===== src/design/cnsr_pkg.sv =====
// Shared constants, states and helpers for the configuration save/restore block
package cnsr_pkg;
  // Serial port register space
  localparam int ADDR_W = 12;
  localparam int DATA_W = 8;
  localparam logic [11:0] ADDR_PIN_SEL = 12'h01D; // Status pin source select
  localparam logic [11:0] ADDR_APPLY = 12'h232; // Apply buffered settings
  localparam logic [11:0] ADDR_XFER_STATUS = 12'hB00; // nvm_transfer_status
  localparam logic [11:0] ADDR_DATA_ERROR = 12'hB01; // nvm_data_error
  localparam logic [11:0] ADDR_CONTROL = 12'hB02; // nvm_control
  localparam logic [11:0] ADDR_SAVE = 12'hB03; // nvm_save_trigger
  // Field positions
  localparam int BIT_PIN_SEL = 7;
  localparam int BIT_APPLY = 0;
  localparam int BIT_XFER_BUSY = 0;
  localparam int BIT_DATA_ERR = 0;
  localparam int BIT_WRITE_EN = 0;
  localparam int BIT_SOFT_RESTORE = 1;
  localparam int BIT_SAVE_GO = 0;
  // Reset values
  localparam logic RST_WRITE_EN = 1'h0; // Write protected by default
  localparam logic RST_PIN_SEL = 1'h0;
  localparam logic RST_LOAD_SEL = 1'h1; // Pin assumed high until sampled
  // Transfer direction
  localparam logic DIR_RESTORE = 1'h0;
  localparam logic DIR_SAVE = 1'h1;
  // Default number of configuration bytes moved per transfer
  localparam int NVM_BYTES = 64;

  // Transfer sequencer states
  typedef enum logic [3:0]
  {
    CNSR_IDLE = 4'h1,
    CNSR_LAUNCH = 4'h2,
    CNSR_WAIT = 4'h4,
    CNSR_FINISH = 4'h8
  } cnsr_state_t;

  // Running check byte, used both when saving and when restoring
  function automatic logic [7:0] cnsr_sum_add(input logic [7:0] sum, input logic [7:0] data);
    return sum + data;
  endfunction
endpackage


===== src/design/cnsr_nvm_engine.sv =====
// Byte sequencer moving the buffer bank to or from the nonvolatile memory
module cnsr_nvm_engine #(
  parameter int DEPTH = cnsr_pkg::NVM_BYTES,
  parameter int AW = $clog2(DEPTH + 1)
)
(
  // Clock and reset
  input wire logic clk,
  input wire logic rstn,
  // Control
  input wire logic start,
  input wire logic dir,
  output logic busy,
  output logic done,
  output logic dataErr,
  // Nonvolatile memory port
  output logic nvmReq,
  output logic nvmWrite,
  output logic [AW-1:0] nvmAddr,
  output logic [7:0] nvmWdata,
  input wire logic nvmAck,
  input wire logic [7:0] nvmRdata,
  // Buffer register bank port
  output logic [AW-1:0] bufAddr,
  output logic bufWe,
  output logic [7:0] bufWdata,
  input wire logic [7:0] bufRdata
);
  // Last address holds the check byte
  localparam logic [AW-1:0] LAST = AW'(DEPTH);

  cnsr_pkg::cnsr_state_t state, next_state; // Sequencer state
  logic [AW-1:0] idx, next_idx; // Current byte index
  logic [7:0] sum, next_sum; // Running check byte
  logic dirQ, next_dirQ; // Latched direction
  logic next_busy, next_done, next_dataErr, next_nvmReq, next_nvmWrite, next_bufWe;
  logic [7:0] next_nvmWdata, next_bufWdata;
  logic [AW-1:0] next_bufAddr; // Buffer address, trails the index on restore writes

  // Memory side follows the index directly
  assign nvmAddr = idx;

  // Next-state logic of the sequencer
  always_comb
  begin
    next_state = state;
    next_idx = idx;
    next_sum = sum;
    next_dirQ = dirQ;
    next_busy = busy;
    next_done = 1'b0;
    next_dataErr = dataErr;
    next_nvmReq = nvmReq;
    next_nvmWrite = nvmWrite;
    next_nvmWdata = nvmWdata;
    next_bufWe = 1'b0;
    next_bufWdata = bufWdata;
    case (state)
      cnsr_pkg::CNSR_IDLE:
      begin
        // New transfer clears the old error
        if (start)
        begin
          next_state = cnsr_pkg::CNSR_LAUNCH;
          next_idx = '0;
          next_sum = 8'h00;
          next_dirQ = dir;
          next_busy = 1'b1;
          next_dataErr = 1'b0;
        end
      end
      cnsr_pkg::CNSR_LAUNCH:
      begin
        // Buffer address has been stable one cycle, data is valid here
        next_nvmReq = 1'b1;
        next_nvmWrite = (dirQ == cnsr_pkg::DIR_SAVE);
        next_nvmWdata = (idx == LAST) ? sum : bufRdata;
        if (dirQ == cnsr_pkg::DIR_SAVE && idx != LAST)
        begin
          next_sum = cnsr_pkg::cnsr_sum_add(sum, bufRdata);
        end
        next_state = cnsr_pkg::CNSR_WAIT;
      end
      cnsr_pkg::CNSR_WAIT:
      begin
        // Request held until the memory acknowledges
        if (nvmAck)
        begin
          next_nvmReq = 1'b0;
          next_nvmWrite = 1'b0;
          if (dirQ == cnsr_pkg::DIR_RESTORE)
          begin
            if (idx != LAST)
            begin
              next_bufWe = 1'b1;
              next_bufWdata = nvmRdata;
              next_sum = cnsr_pkg::cnsr_sum_add(sum, nvmRdata);
            end
            else
            begin
              next_dataErr = (nvmRdata != sum);
            end
          end
          if (idx == LAST)
          begin
            next_state = cnsr_pkg::CNSR_FINISH;
          end
          else
          begin
            next_idx = idx + 1'b1;
            next_state = cnsr_pkg::CNSR_LAUNCH;
          end
        end
      end
      cnsr_pkg::CNSR_FINISH:
      begin
        // Busy drops together with the done pulse
        next_busy = 1'b0;
        next_done = 1'b1;
        next_state = cnsr_pkg::CNSR_IDLE;
      end
      default:
      begin
        next_state = cnsr_pkg::CNSR_IDLE;
        next_busy = 1'b0;
        next_nvmReq = 1'b0;
      end
    endcase
    // A restore write pulse must land on the byte just read, not the next index
    next_bufAddr = next_bufWe ? idx : next_idx;
  end

  // Sequencer registers
  always_ff @(posedge clk)
  begin
    if (!rstn)
    begin
      state <= cnsr_pkg::CNSR_IDLE;
      idx <= '0;
      sum <= 8'h00;
      dirQ <= cnsr_pkg::DIR_RESTORE;
      busy <= 1'b0;
      done <= 1'b0;
      dataErr <= 1'b0;
      nvmReq <= 1'b0;
      nvmWrite <= 1'b0;
      nvmWdata <= 8'h00;
      bufWe <= 1'b0;
      bufWdata <= 8'h00;
      bufAddr <= '0;
    end
    else
    begin
      state <= next_state;
      idx <= next_idx;
      sum <= next_sum;
      dirQ <= next_dirQ;
      busy <= next_busy;
      done <= next_done;
      dataErr <= next_dataErr;
      nvmReq <= next_nvmReq;
      nvmWrite <= next_nvmWrite;
      nvmWdata <= next_nvmWdata;
      bufWe <= next_bufWe;
      bufWdata <= next_bufWdata;
      bufAddr <= next_bufAddr;
    end
  end
endmodule


===== src/design/cnsr_config_nvm.sv =====
// Configuration save/restore control registers, status pin and apply logic
//
// Operation
// Pending flag high while transfer runs
// Status pin shows pending flag when selected
// Error flag set on bad restored data
// Soft restore reloads settings when pin low
// Soft restore bit clears next serial clock; code waits for an idle sequencer first
// Memory writes blocked unless write enable set
// Save trigger copies buffer, clears when done
// Apply bit updates active registers, self-clears
// Transfer end issues apply operation
// Host polls pending flag, then checks error
module cnsr_config_nvm #(
  parameter int DEPTH = cnsr_pkg::NVM_BYTES,
  parameter int AW = $clog2(DEPTH + 1)
)
(
  // Clock and reset
  input wire logic clk,
  input wire logic rstn,
  // Serial port register access
  input wire logic sclkRise,
  input wire logic regWr,
  input wire logic regRd,
  input wire logic [cnsr_pkg::ADDR_W-1:0] regAddr,
  input wire logic [cnsr_pkg::DATA_W-1:0] regWdata,
  output logic [cnsr_pkg::DATA_W-1:0] regRdata,
  // Pins
  input wire logic nvmLoadSelPin,
  output logic statusPin,
  // Device actions
  output logic softResetOut,
  output logic applyOut,
  // Nonvolatile memory port
  output logic nvmReq,
  output logic nvmWrite,
  output logic [AW-1:0] nvmAddr,
  output logic [7:0] nvmWdata,
  input wire logic nvmAck,
  input wire logic [7:0] nvmRdata,
  // Buffer register bank port
  output logic [AW-1:0] bufAddr,
  output logic bufWe,
  output logic [7:0] bufWdata,
  input wire logic [7:0] bufRdata
);
  logic pinS1, pinS2, pinS3; // Pin synchroniser chain
  logic loadSel, next_loadSel; // Filtered load select level
  logic statusSel, next_statusSel; // Status pin source select
  logic writeEn, next_writeEn; // Memory write enable
  logic softRestore, next_softRestore; // Soft restore request bit
  logic saveTrigger, next_saveTrigger; // Save trigger bit
  logic applyReq, next_applyReq; // Apply request bit
  logic startGo, next_startGo; // One-cycle start to sequencer
  logic startDir, next_startDir; // Direction of that start
  logic next_statusPin, next_softResetOut, next_applyOut;
  logic [7:0] next_regRdata;
  logic engBusy, engDone, engErr; // Sequencer status
  logic busyAll; // Pending including the start cycle

  // Start cycle already counts as pending, so a read never sees a gap
  assign busyAll = engBusy | startGo;

  // Register writes, self-clearing bits and read mux
  always_comb
  begin
    next_statusSel = statusSel;
    next_writeEn = writeEn;
    next_softRestore = softRestore;
    next_saveTrigger = saveTrigger;
    next_applyReq = applyReq;
    next_startGo = 1'b0;
    next_startDir = startDir;
    next_softResetOut = 1'b0;
    next_applyOut = 1'b0;
    next_regRdata = regRdata;
    // Change counts once second and third stages agree
    next_loadSel = (pinS2 == pinS3) ? pinS3 : loadSel;
    // Clears first, so a set in the same cycle wins
    if (softRestore && sclkRise && !busyAll)
    begin
      // Waits for an idle sequencer rather than dropping the restore
      next_softRestore = 1'b0;
      next_softResetOut = 1'b1;
      next_startGo = 1'b1;
      next_startDir = cnsr_pkg::DIR_RESTORE;
    end
    if (applyReq && sclkRise)
    begin
      next_applyReq = 1'b0;
      next_applyOut = 1'b1;
    end
    if (engDone)
    begin
      next_saveTrigger = 1'b0;
    end
    if (regWr)
    begin
      case (regAddr)
        cnsr_pkg::ADDR_PIN_SEL:
        begin
          next_statusSel = regWdata[cnsr_pkg::BIT_PIN_SEL];
        end
        cnsr_pkg::ADDR_CONTROL:
        begin
          next_writeEn = regWdata[cnsr_pkg::BIT_WRITE_EN];
          // Only honoured while the load select pin is low
          if (regWdata[cnsr_pkg::BIT_SOFT_RESTORE] && !loadSel)
          begin
            next_softRestore = 1'b1;
          end
        end
        cnsr_pkg::ADDR_SAVE:
        begin
          // Protected or busy: the write is silently dropped
          if (regWdata[cnsr_pkg::BIT_SAVE_GO] && writeEn && !busyAll && !next_startGo)
          begin
            next_saveTrigger = 1'b1;
            next_startGo = 1'b1;
            next_startDir = cnsr_pkg::DIR_SAVE;
          end
        end
        cnsr_pkg::ADDR_APPLY:
        begin
          if (regWdata[cnsr_pkg::BIT_APPLY])
          begin
            next_applyReq = 1'b1;
          end
        end
        default:
        begin
          next_applyReq = next_applyReq;
        end
      endcase
    end
    // Every finished transfer is followed by an apply
    if (engDone)
    begin
      next_applyReq = 1'b1;
    end
    // Read data captured on the read strobe
    if (regRd)
    begin
      next_regRdata = 8'h00;
      case (regAddr)
        cnsr_pkg::ADDR_XFER_STATUS: next_regRdata[cnsr_pkg::BIT_XFER_BUSY] = busyAll;
        cnsr_pkg::ADDR_DATA_ERROR: next_regRdata[cnsr_pkg::BIT_DATA_ERR] = engErr;
        cnsr_pkg::ADDR_CONTROL:
        begin
          next_regRdata[cnsr_pkg::BIT_WRITE_EN] = writeEn;
          next_regRdata[cnsr_pkg::BIT_SOFT_RESTORE] = softRestore;
        end
        cnsr_pkg::ADDR_SAVE: next_regRdata[cnsr_pkg::BIT_SAVE_GO] = saveTrigger;
        cnsr_pkg::ADDR_PIN_SEL: next_regRdata[cnsr_pkg::BIT_PIN_SEL] = statusSel;
        cnsr_pkg::ADDR_APPLY: next_regRdata[cnsr_pkg::BIT_APPLY] = applyReq;
        default: next_regRdata = 8'h00;
      endcase
    end
    next_statusPin = statusSel & busyAll;
  end

  // Control registers and pin synchroniser
  always_ff @(posedge clk)
  begin
    if (!rstn)
    begin
      pinS1 <= cnsr_pkg::RST_LOAD_SEL;
      pinS2 <= cnsr_pkg::RST_LOAD_SEL;
      pinS3 <= cnsr_pkg::RST_LOAD_SEL;
      loadSel <= cnsr_pkg::RST_LOAD_SEL;
      statusSel <= cnsr_pkg::RST_PIN_SEL;
      writeEn <= cnsr_pkg::RST_WRITE_EN;
      softRestore <= 1'b0;
      saveTrigger <= 1'b0;
      applyReq <= 1'b0;
      startGo <= 1'b0;
      startDir <= cnsr_pkg::DIR_RESTORE;
      statusPin <= 1'b0;
      softResetOut <= 1'b0;
      applyOut <= 1'b0;
      regRdata <= 8'h00;
    end
    else
    begin
      pinS1 <= nvmLoadSelPin;
      pinS2 <= pinS1;
      pinS3 <= pinS2;
      loadSel <= next_loadSel;
      statusSel <= next_statusSel;
      writeEn <= next_writeEn;
      softRestore <= next_softRestore;
      saveTrigger <= next_saveTrigger;
      applyReq <= next_applyReq;
      startGo <= next_startGo;
      startDir <= next_startDir;
      statusPin <= next_statusPin;
      softResetOut <= next_softResetOut;
      applyOut <= next_applyOut;
      regRdata <= next_regRdata;
    end
  end

  // Byte sequencer
  cnsr_nvm_engine #(
    .DEPTH(DEPTH),
    .AW(AW)
  ) engine (
    .clk(clk),
    .rstn(rstn),
    .start(startGo),
    .dir(startDir),
    .busy(engBusy),
    .done(engDone),
    .dataErr(engErr),
    .nvmReq(nvmReq),
    .nvmWrite(nvmWrite),
    .nvmAddr(nvmAddr),
    .nvmWdata(nvmWdata),
    .nvmAck(nvmAck),
    .nvmRdata(nvmRdata),
    .bufAddr(bufAddr),
    .bufWe(bufWe),
    .bufWdata(bufWdata),
    .bufRdata(bufRdata)
  );
endmodule


===== config.mk =====
export PLATFORM = sky130hd
export DESIGN_NAME = cnsr_config_nvm
export DESIGN_NICKNAME = d
export VERILOG_FILES = /design/src/design/cnsr_pkg.sv /design/src/design/cnsr_nvm_engine.sv /design/src/design/cnsr_config_nvm.sv
export SDC_FILE = /design/constraint.sdc
export NUM_CORES = 1
export LEC_CHECK = 0
export ABC_CLOCK_PERIOD_IN_PS = 4100
export BUFFER_PORTS_ARGS = -buffer_cell sky130_fd_sc_hd__clkbuf_2
export CAP_MARGIN = 20
export CORE_MARGIN = 2
export CORE_UTILIZATION = 28
export CTS_CLUSTER_DIAMETER = 80
export DETAILED_ROUTE_END_ITERATION = 16
export SETUP_SLACK_MARGIN = 0.5
export SYNTH_ARGS = -nofsm -noshare
export SYNTH_HDL_FRONTEND = slang
export SYNTH_SLANG_ARGS = --single-unit

===== constraint.sdc =====
create_clock -name clk -period 4.1 [get_ports clk]
set_clock_uncertainty 0.05 [all_clocks]
set_input_delay 0.615 -clock clk [delete_from_list [all_inputs] [get_ports clk]]
set_output_delay 0.615 -clock clk [all_outputs]
set_load 0.01 [all_outputs]

Word level (Yosys, flattened, before mapping)

Cells that the tools add are included.

Bits of input ports: 43
Flip-flop bits (word level): 66

Bitwise logic cells: 5
Muxes and demuxes: 56
Reductions and logical operators: 26
$add $sub $neg: 3
Eq/ne operators: 20

Operator list:

| operator             | count |
|---|---|
| $eq 12x12->1 const B | 4 |
| $mux 8               | 6 |
| $mux 1               | 35 |
| $mux 7               | 4 |
| $pmux 8 s3           | 1 |
| $add 8x8->8          | 2 |
| $pmux 7 s2           | 1 |
| $reduce_and 2->1     | 7 |
| $eq 12x10->1 const B | 1 |
| $eq 12x5->1 const B  | 1 |
| $mux 4               | 3 |
| $pmux 4 s3           | 1 |
| $logic_and 1x1->1    | 8 |
| $ne 2x2->1 const B   | 4 |
| $ne 8x8->1           | 1 |
| $add 7x1->7 const B  | 1 |
| $eq 7x7->1 const B   | 1 |
| $ne 7x7->1 const B   | 1 |
| $pmux 1 s2           | 3 |
| $reduce_and 6->1     | 1 |
| $pmux 1 s5           | 1 |
| $reduce_and 5->1     | 1 |
| $eq 4x1->1 const B   | 1 |
| $eq 4x2->1 const B   | 1 |
| 13 further kinds     | 20 |

Logic depth before layout (Yosys ltp)

Word-level depth: 9
Gate-level depth with buffers: 14

Modules after synthesis

From an unflattened synthesis, not the netlist that was laid out.

Cell total of the unflattened synthesis: 429
Area, all modules: 3508.4 sq um

By module, submodules not included:

| module          | seq. area each (sq um) | instances | area each (sq um) | cells an instance |
|---|---|---|---|---|
| cnsr_nvm_engine | 980.9                  | 1         | 2720.1            | 346 |
| cnsr_config_nvm | 340.3                  | 1         | 788.3             | 83 |

Worst setup path after synthesis

Ideal clock, no wire load.

Path kind: reg-to-reg
From: register engine.state[1]
To: register engine.sum[6]
Cell stages (with the launch flop): 14
Path buffers: 2
Period minus slack after synthesis: 2.770 ns
Data arrival time: 2.650 ns
Slack: 1.330 ns
Path through: dfxtp_1 buf_6 nor4b_2 clkbuf_1 nand2_1 nand2_1 ha_1 inv_1 fa_1 nor2b_1 o31a_1 mux2i_1 o21ai_0 a21oi_1

Word-level cells in the longest chain between the ends: 3
Elaborated cells between the ends (all ways): 11
Classes of those cells: 8 x eq/ne; 1 x mux; 2 x reduce/logical

Ends and longest elaborated chain:

| item                                               | line                   | source |
|---|---|---|
| from (decl)                                        | cnsr_nvm_engine.sv:32  | `cnsr_pkg::cnsr_state_t state, next_state;` |
| from (signal assigned)                             | cnsr_nvm_engine.sv:138 | `state <= cnsr_pkg::CNSR_IDLE;` |
| from (signal assigned)                             | cnsr_nvm_engine.sv:154 | `state <= next_state;` |
| $eq 4x3->1, or another cell as far along           | cnsr_nvm_engine.sv:58  | `case (state)` |
| $ne 2x1->1 (no line), or another cell as far along | n/a                    |  |
| $reduce_and 6->1 (no line)                         | n/a                    |  |
| to (signal assigned)                               | cnsr_nvm_engine.sv:156 | `sum <= next_sum;` |
| to (decl)                                          | cnsr_nvm_engine.sv:34  | `logic [7:0] sum, next_sum;` |

Several ways; a longest one is shown, not always the timed one.
A chain may end at the register's enable or synchronous reset.

Worst setup path in the final report

From: register engine.state[2]
To: register engine.sum[6]

Same word-level chain as after synthesis.

==> impl_metrics.ini <==
[detailed_routing]
drc = 0
postRouteAntennaNets = 0
vias = 3217
routedWlPerCell_um = 13.6
dr.pass1.iters = 4
wl_um = 9120
first_iter_violations = 186
detail_route.vias_per_cell = 4.79

[setup_path]
crit_fanout = 11
slowest_stage = nor4b_2
worst_ep_required_time_ns = 4.31
crit_type = reg2reg
r2r_setup_slack_ns = 1.18
start_kind = register
crit_top_cell = nand2_1
critPathArrivalTime_ns = 3.13
r2r_end = engine.sum[6]
crit_path_end_kind = register
r2r_start = engine.state[2]
slowest_delay_ns = 0.58
reg2reg_depth = 11
crit_chain = nor4b_2 > nand2_1 > nand2_1 > ha_1 > inv_1 > fa_1 > nor2b_1 > o31a_1 > mux2i_1 > o21ai_0 > a21oi_1

[job]
maxCapViolCount = 0

[synth]
synth_seq_cells = 66
synth_area_leaders = dfxtp_1, nand2_1, nor2_1
synth-edff-count = 0
synthCells = 432
ys.flop_type = dfxtp_1
avgSynthCellArea_um2 = 8.03
synth_warnings = 0
synth_top_area_share = 0.381
synth_top_cell_by_area = dfxtp_1
ys_seq_area_frac = 0.381
ys_types = 60
async_flop_share = 0
syn_area_um2 = 3470

[global_routing]
grt_max_degree = 47
grt.overflow.total = 0
grt_pass1_wl_um = 15000
grtUsageTotal = 0.142
antenna_found_initial = 0
grt_pass1_vias = 3103

[sta]
setup_viol_count_final = 0
finalSetupTns_ns = 0
hold_viol = 0
tightest_slew_ns = 1.03
rsz0062_at_grt = no
max_freq_mhz = 342
slew_headroom = 0.309
fin_crit_sh = 0.713
min_period_ns = 2.92
report.final.slew_viol_count = 0

[floorplan]
io_pins = 87
die_width_um = 115
rows = 40
core_area_um2 = 12100
start_util = 0.288
die_h_um = 115
die-area_um2 = 13300

[min_path]
holdPathEnd = pinS2
min_from = pinS1
hold_depth = 1
hold_path_class = reg2reg

[final_layout]
syn_to_final_growth_pct = 22.5
mostFrequentLayoutCells = nand2_1, clkbuf_2, dfxtp_1, nor2_1, a21oi_1
final_common_cell = nand2_1
diodes = 0
nets = 552
drive_gt1_frac = 0.217

[place]
io_buffer_count = 76
place.gp.congestion = 0.815
dp_hpwl_um = 6810

[clock_tree]
clockRootBuffer = clkbuf_16
numCtsBuffers = 9
clock_path_buffers = 2
cts_tree = done
clock_sinks = 66
clk_latency_ns = 0.33
ctsHoldBuffers = 0
post_cts_buffers = 0
htreeDepth = 3
path_clk_slew_ns = 0.06
cts_resized = 0

[outcome]
status = completed

[pwr]
pwr-share-seq = 0.429
powerDensity_nw_per_um2 = 354
internal_power_mw = 1.19
power_switching_mw = 0.314
clkPwrFrac = 0.521
total_power_mw = 1.50
p_leak_nw = 1.73
swShare = 0.209
ir_worst_vdd_mv = 0.175
comb_power_share = 0.050
layout make-up:
| class | count | area, um^2 |
|---|---|---|
| clock inverter | 2 | 35.0 |
| clock buffer | 13 | 270 |
| tap | 168 | 210 |
| fill | 1239 | 7810 |
| inverter | 16 | 60.1 |
| multi-input combinational | 328 | 1960 |
| sequential | 66 | 1320 |
| timing repair buffer | 78 | 395 |
power groups by stage:
stage	Clock, mW	Combinational [mW]	Sequential, mW
2_1_floorplan	0	0.0431	0.658
3_3_place_gp	0	0.0734	0.658
3_5_place_dp	0	0.0751	0.658
4_1_cts	0.798	0.0755	0.644
5_1_grt	0.822	0.0838	0.644
6_report	0.784	0.0750	0.644
cell usage after synthesis, drive strengths merged, types with 2 or more instances:
master,count
nand2b,9
nand4,7
nor4bb,2
o21a,4
a32oi,2
mux2,2
nor2b,6
a311oi,8
nor3b,4
a211o,2
and2,5
a31oi,4
o21ai,18
xor2,2
nand2,77
ha,9
nor4,3
a22oi,5
o22ai,2
xnor2,10
o2bb2ai,3
nor4b,6
and3b,2
buf,16
nor2,46
a211oi,5
nor3,9
a21oi,33
or2,4
a21o,5
and3,4
nand3,9
dfxtp,66
mux2i,3
clkbuf,10
or4b,2
inv,16
routing by layer:
| layer | up-vias | track usage | share of wire |
|---|---|---|---|
| li1 | 1632 | - | - |
| met1 | 1530 | 0.170 | 0.45 |
| met2 | 51 | 0.242 | 0.51 |
| met3 | 4 | 0.0327 | 0.037 |
| met4 | 0 | 0.0618 | 0.0090 |
| met5 | - | 0 | 0 |
cells by family after synthesis:
logic type / count (synthesis) / share of synthesized area
AND/OR/NAND/NOR: 198 / 0.283
AO/OA/AOI/OAI: 97 / 0.186
flip-flops: 66 / 0.381
buffers and inverters: 42 / 0.0591
XOR/XNOR: 12 / 0.0303
adder cells (fa/ha/maj): 10 / 0.0382
multiplexers: 6 / 0.0216
other: 1 / 0.00108
state kept, by name, indices dropped and copies added, names as in the netlist, 3 cells and up:
register         cells
engine.sum           8
engine.state         4
engine.nvmAddr       7
engine.bufWdata      8
engine.bufAddr       7
regRdata             3
engine.nvmWdata      8
worst max-delay path: cells and delay by family, from the launching register on:
family / cells / cell delay (ns)
AO/OA/AOI/OAI: 3 / 0.47
buffers and inverters: 1 / 0.07
AND/OR/NAND/NOR: 4 / 0.98
flip-flops: 1 / 0.50
multiplexers: 1 / 0.19
adder cells (fa/ha/maj): 2 / 0.60
per-stage QoR:
| step | utilization | cell area, um^2 | cells | hold WS [ns] | setup slack, ns |
|---|---|---|---|---|---|
| after global placement | 0.327 | 3950 | 656 | 0.341 | 1.27 |
| after CTS | 0.352 | 4250 | 671 | 0.361 | 1.16 |
| final | 0.352 | 4250 | 671 | 0.358 | 1.18 |
| after floorplan | - | 3490 | 436 | 0.336 | 1.33 |
| after global routing | 0.352 | 4250 | 671 | 0.386 | 0.767 |
| after detailed placement | 0.327 | 3950 | 656 | 0.348 | 1.16 |
worst max path at each step:
stage | cells past startpoint | endpoint | startpoint | slack (ns)
final | 11 | engine.sum[6] | engine.state[2] | 1.18
after global routing | 11 | engine.sum[6] | engine.state[2] | 0.77
after CTS | 11 | engine.sum[6] | engine.state[2] | 1.16
after detailed placement | 11 | engine.sum[6] | engine.state[2] | 1.16
after global placement | 11 | engine.sum[6] | engine.state[2] | 1.27
after floorplan | 13 | engine.sum[6] | engine.state[1] | 1.33
No activity file was read; power rests on OpenSTA's default activity.
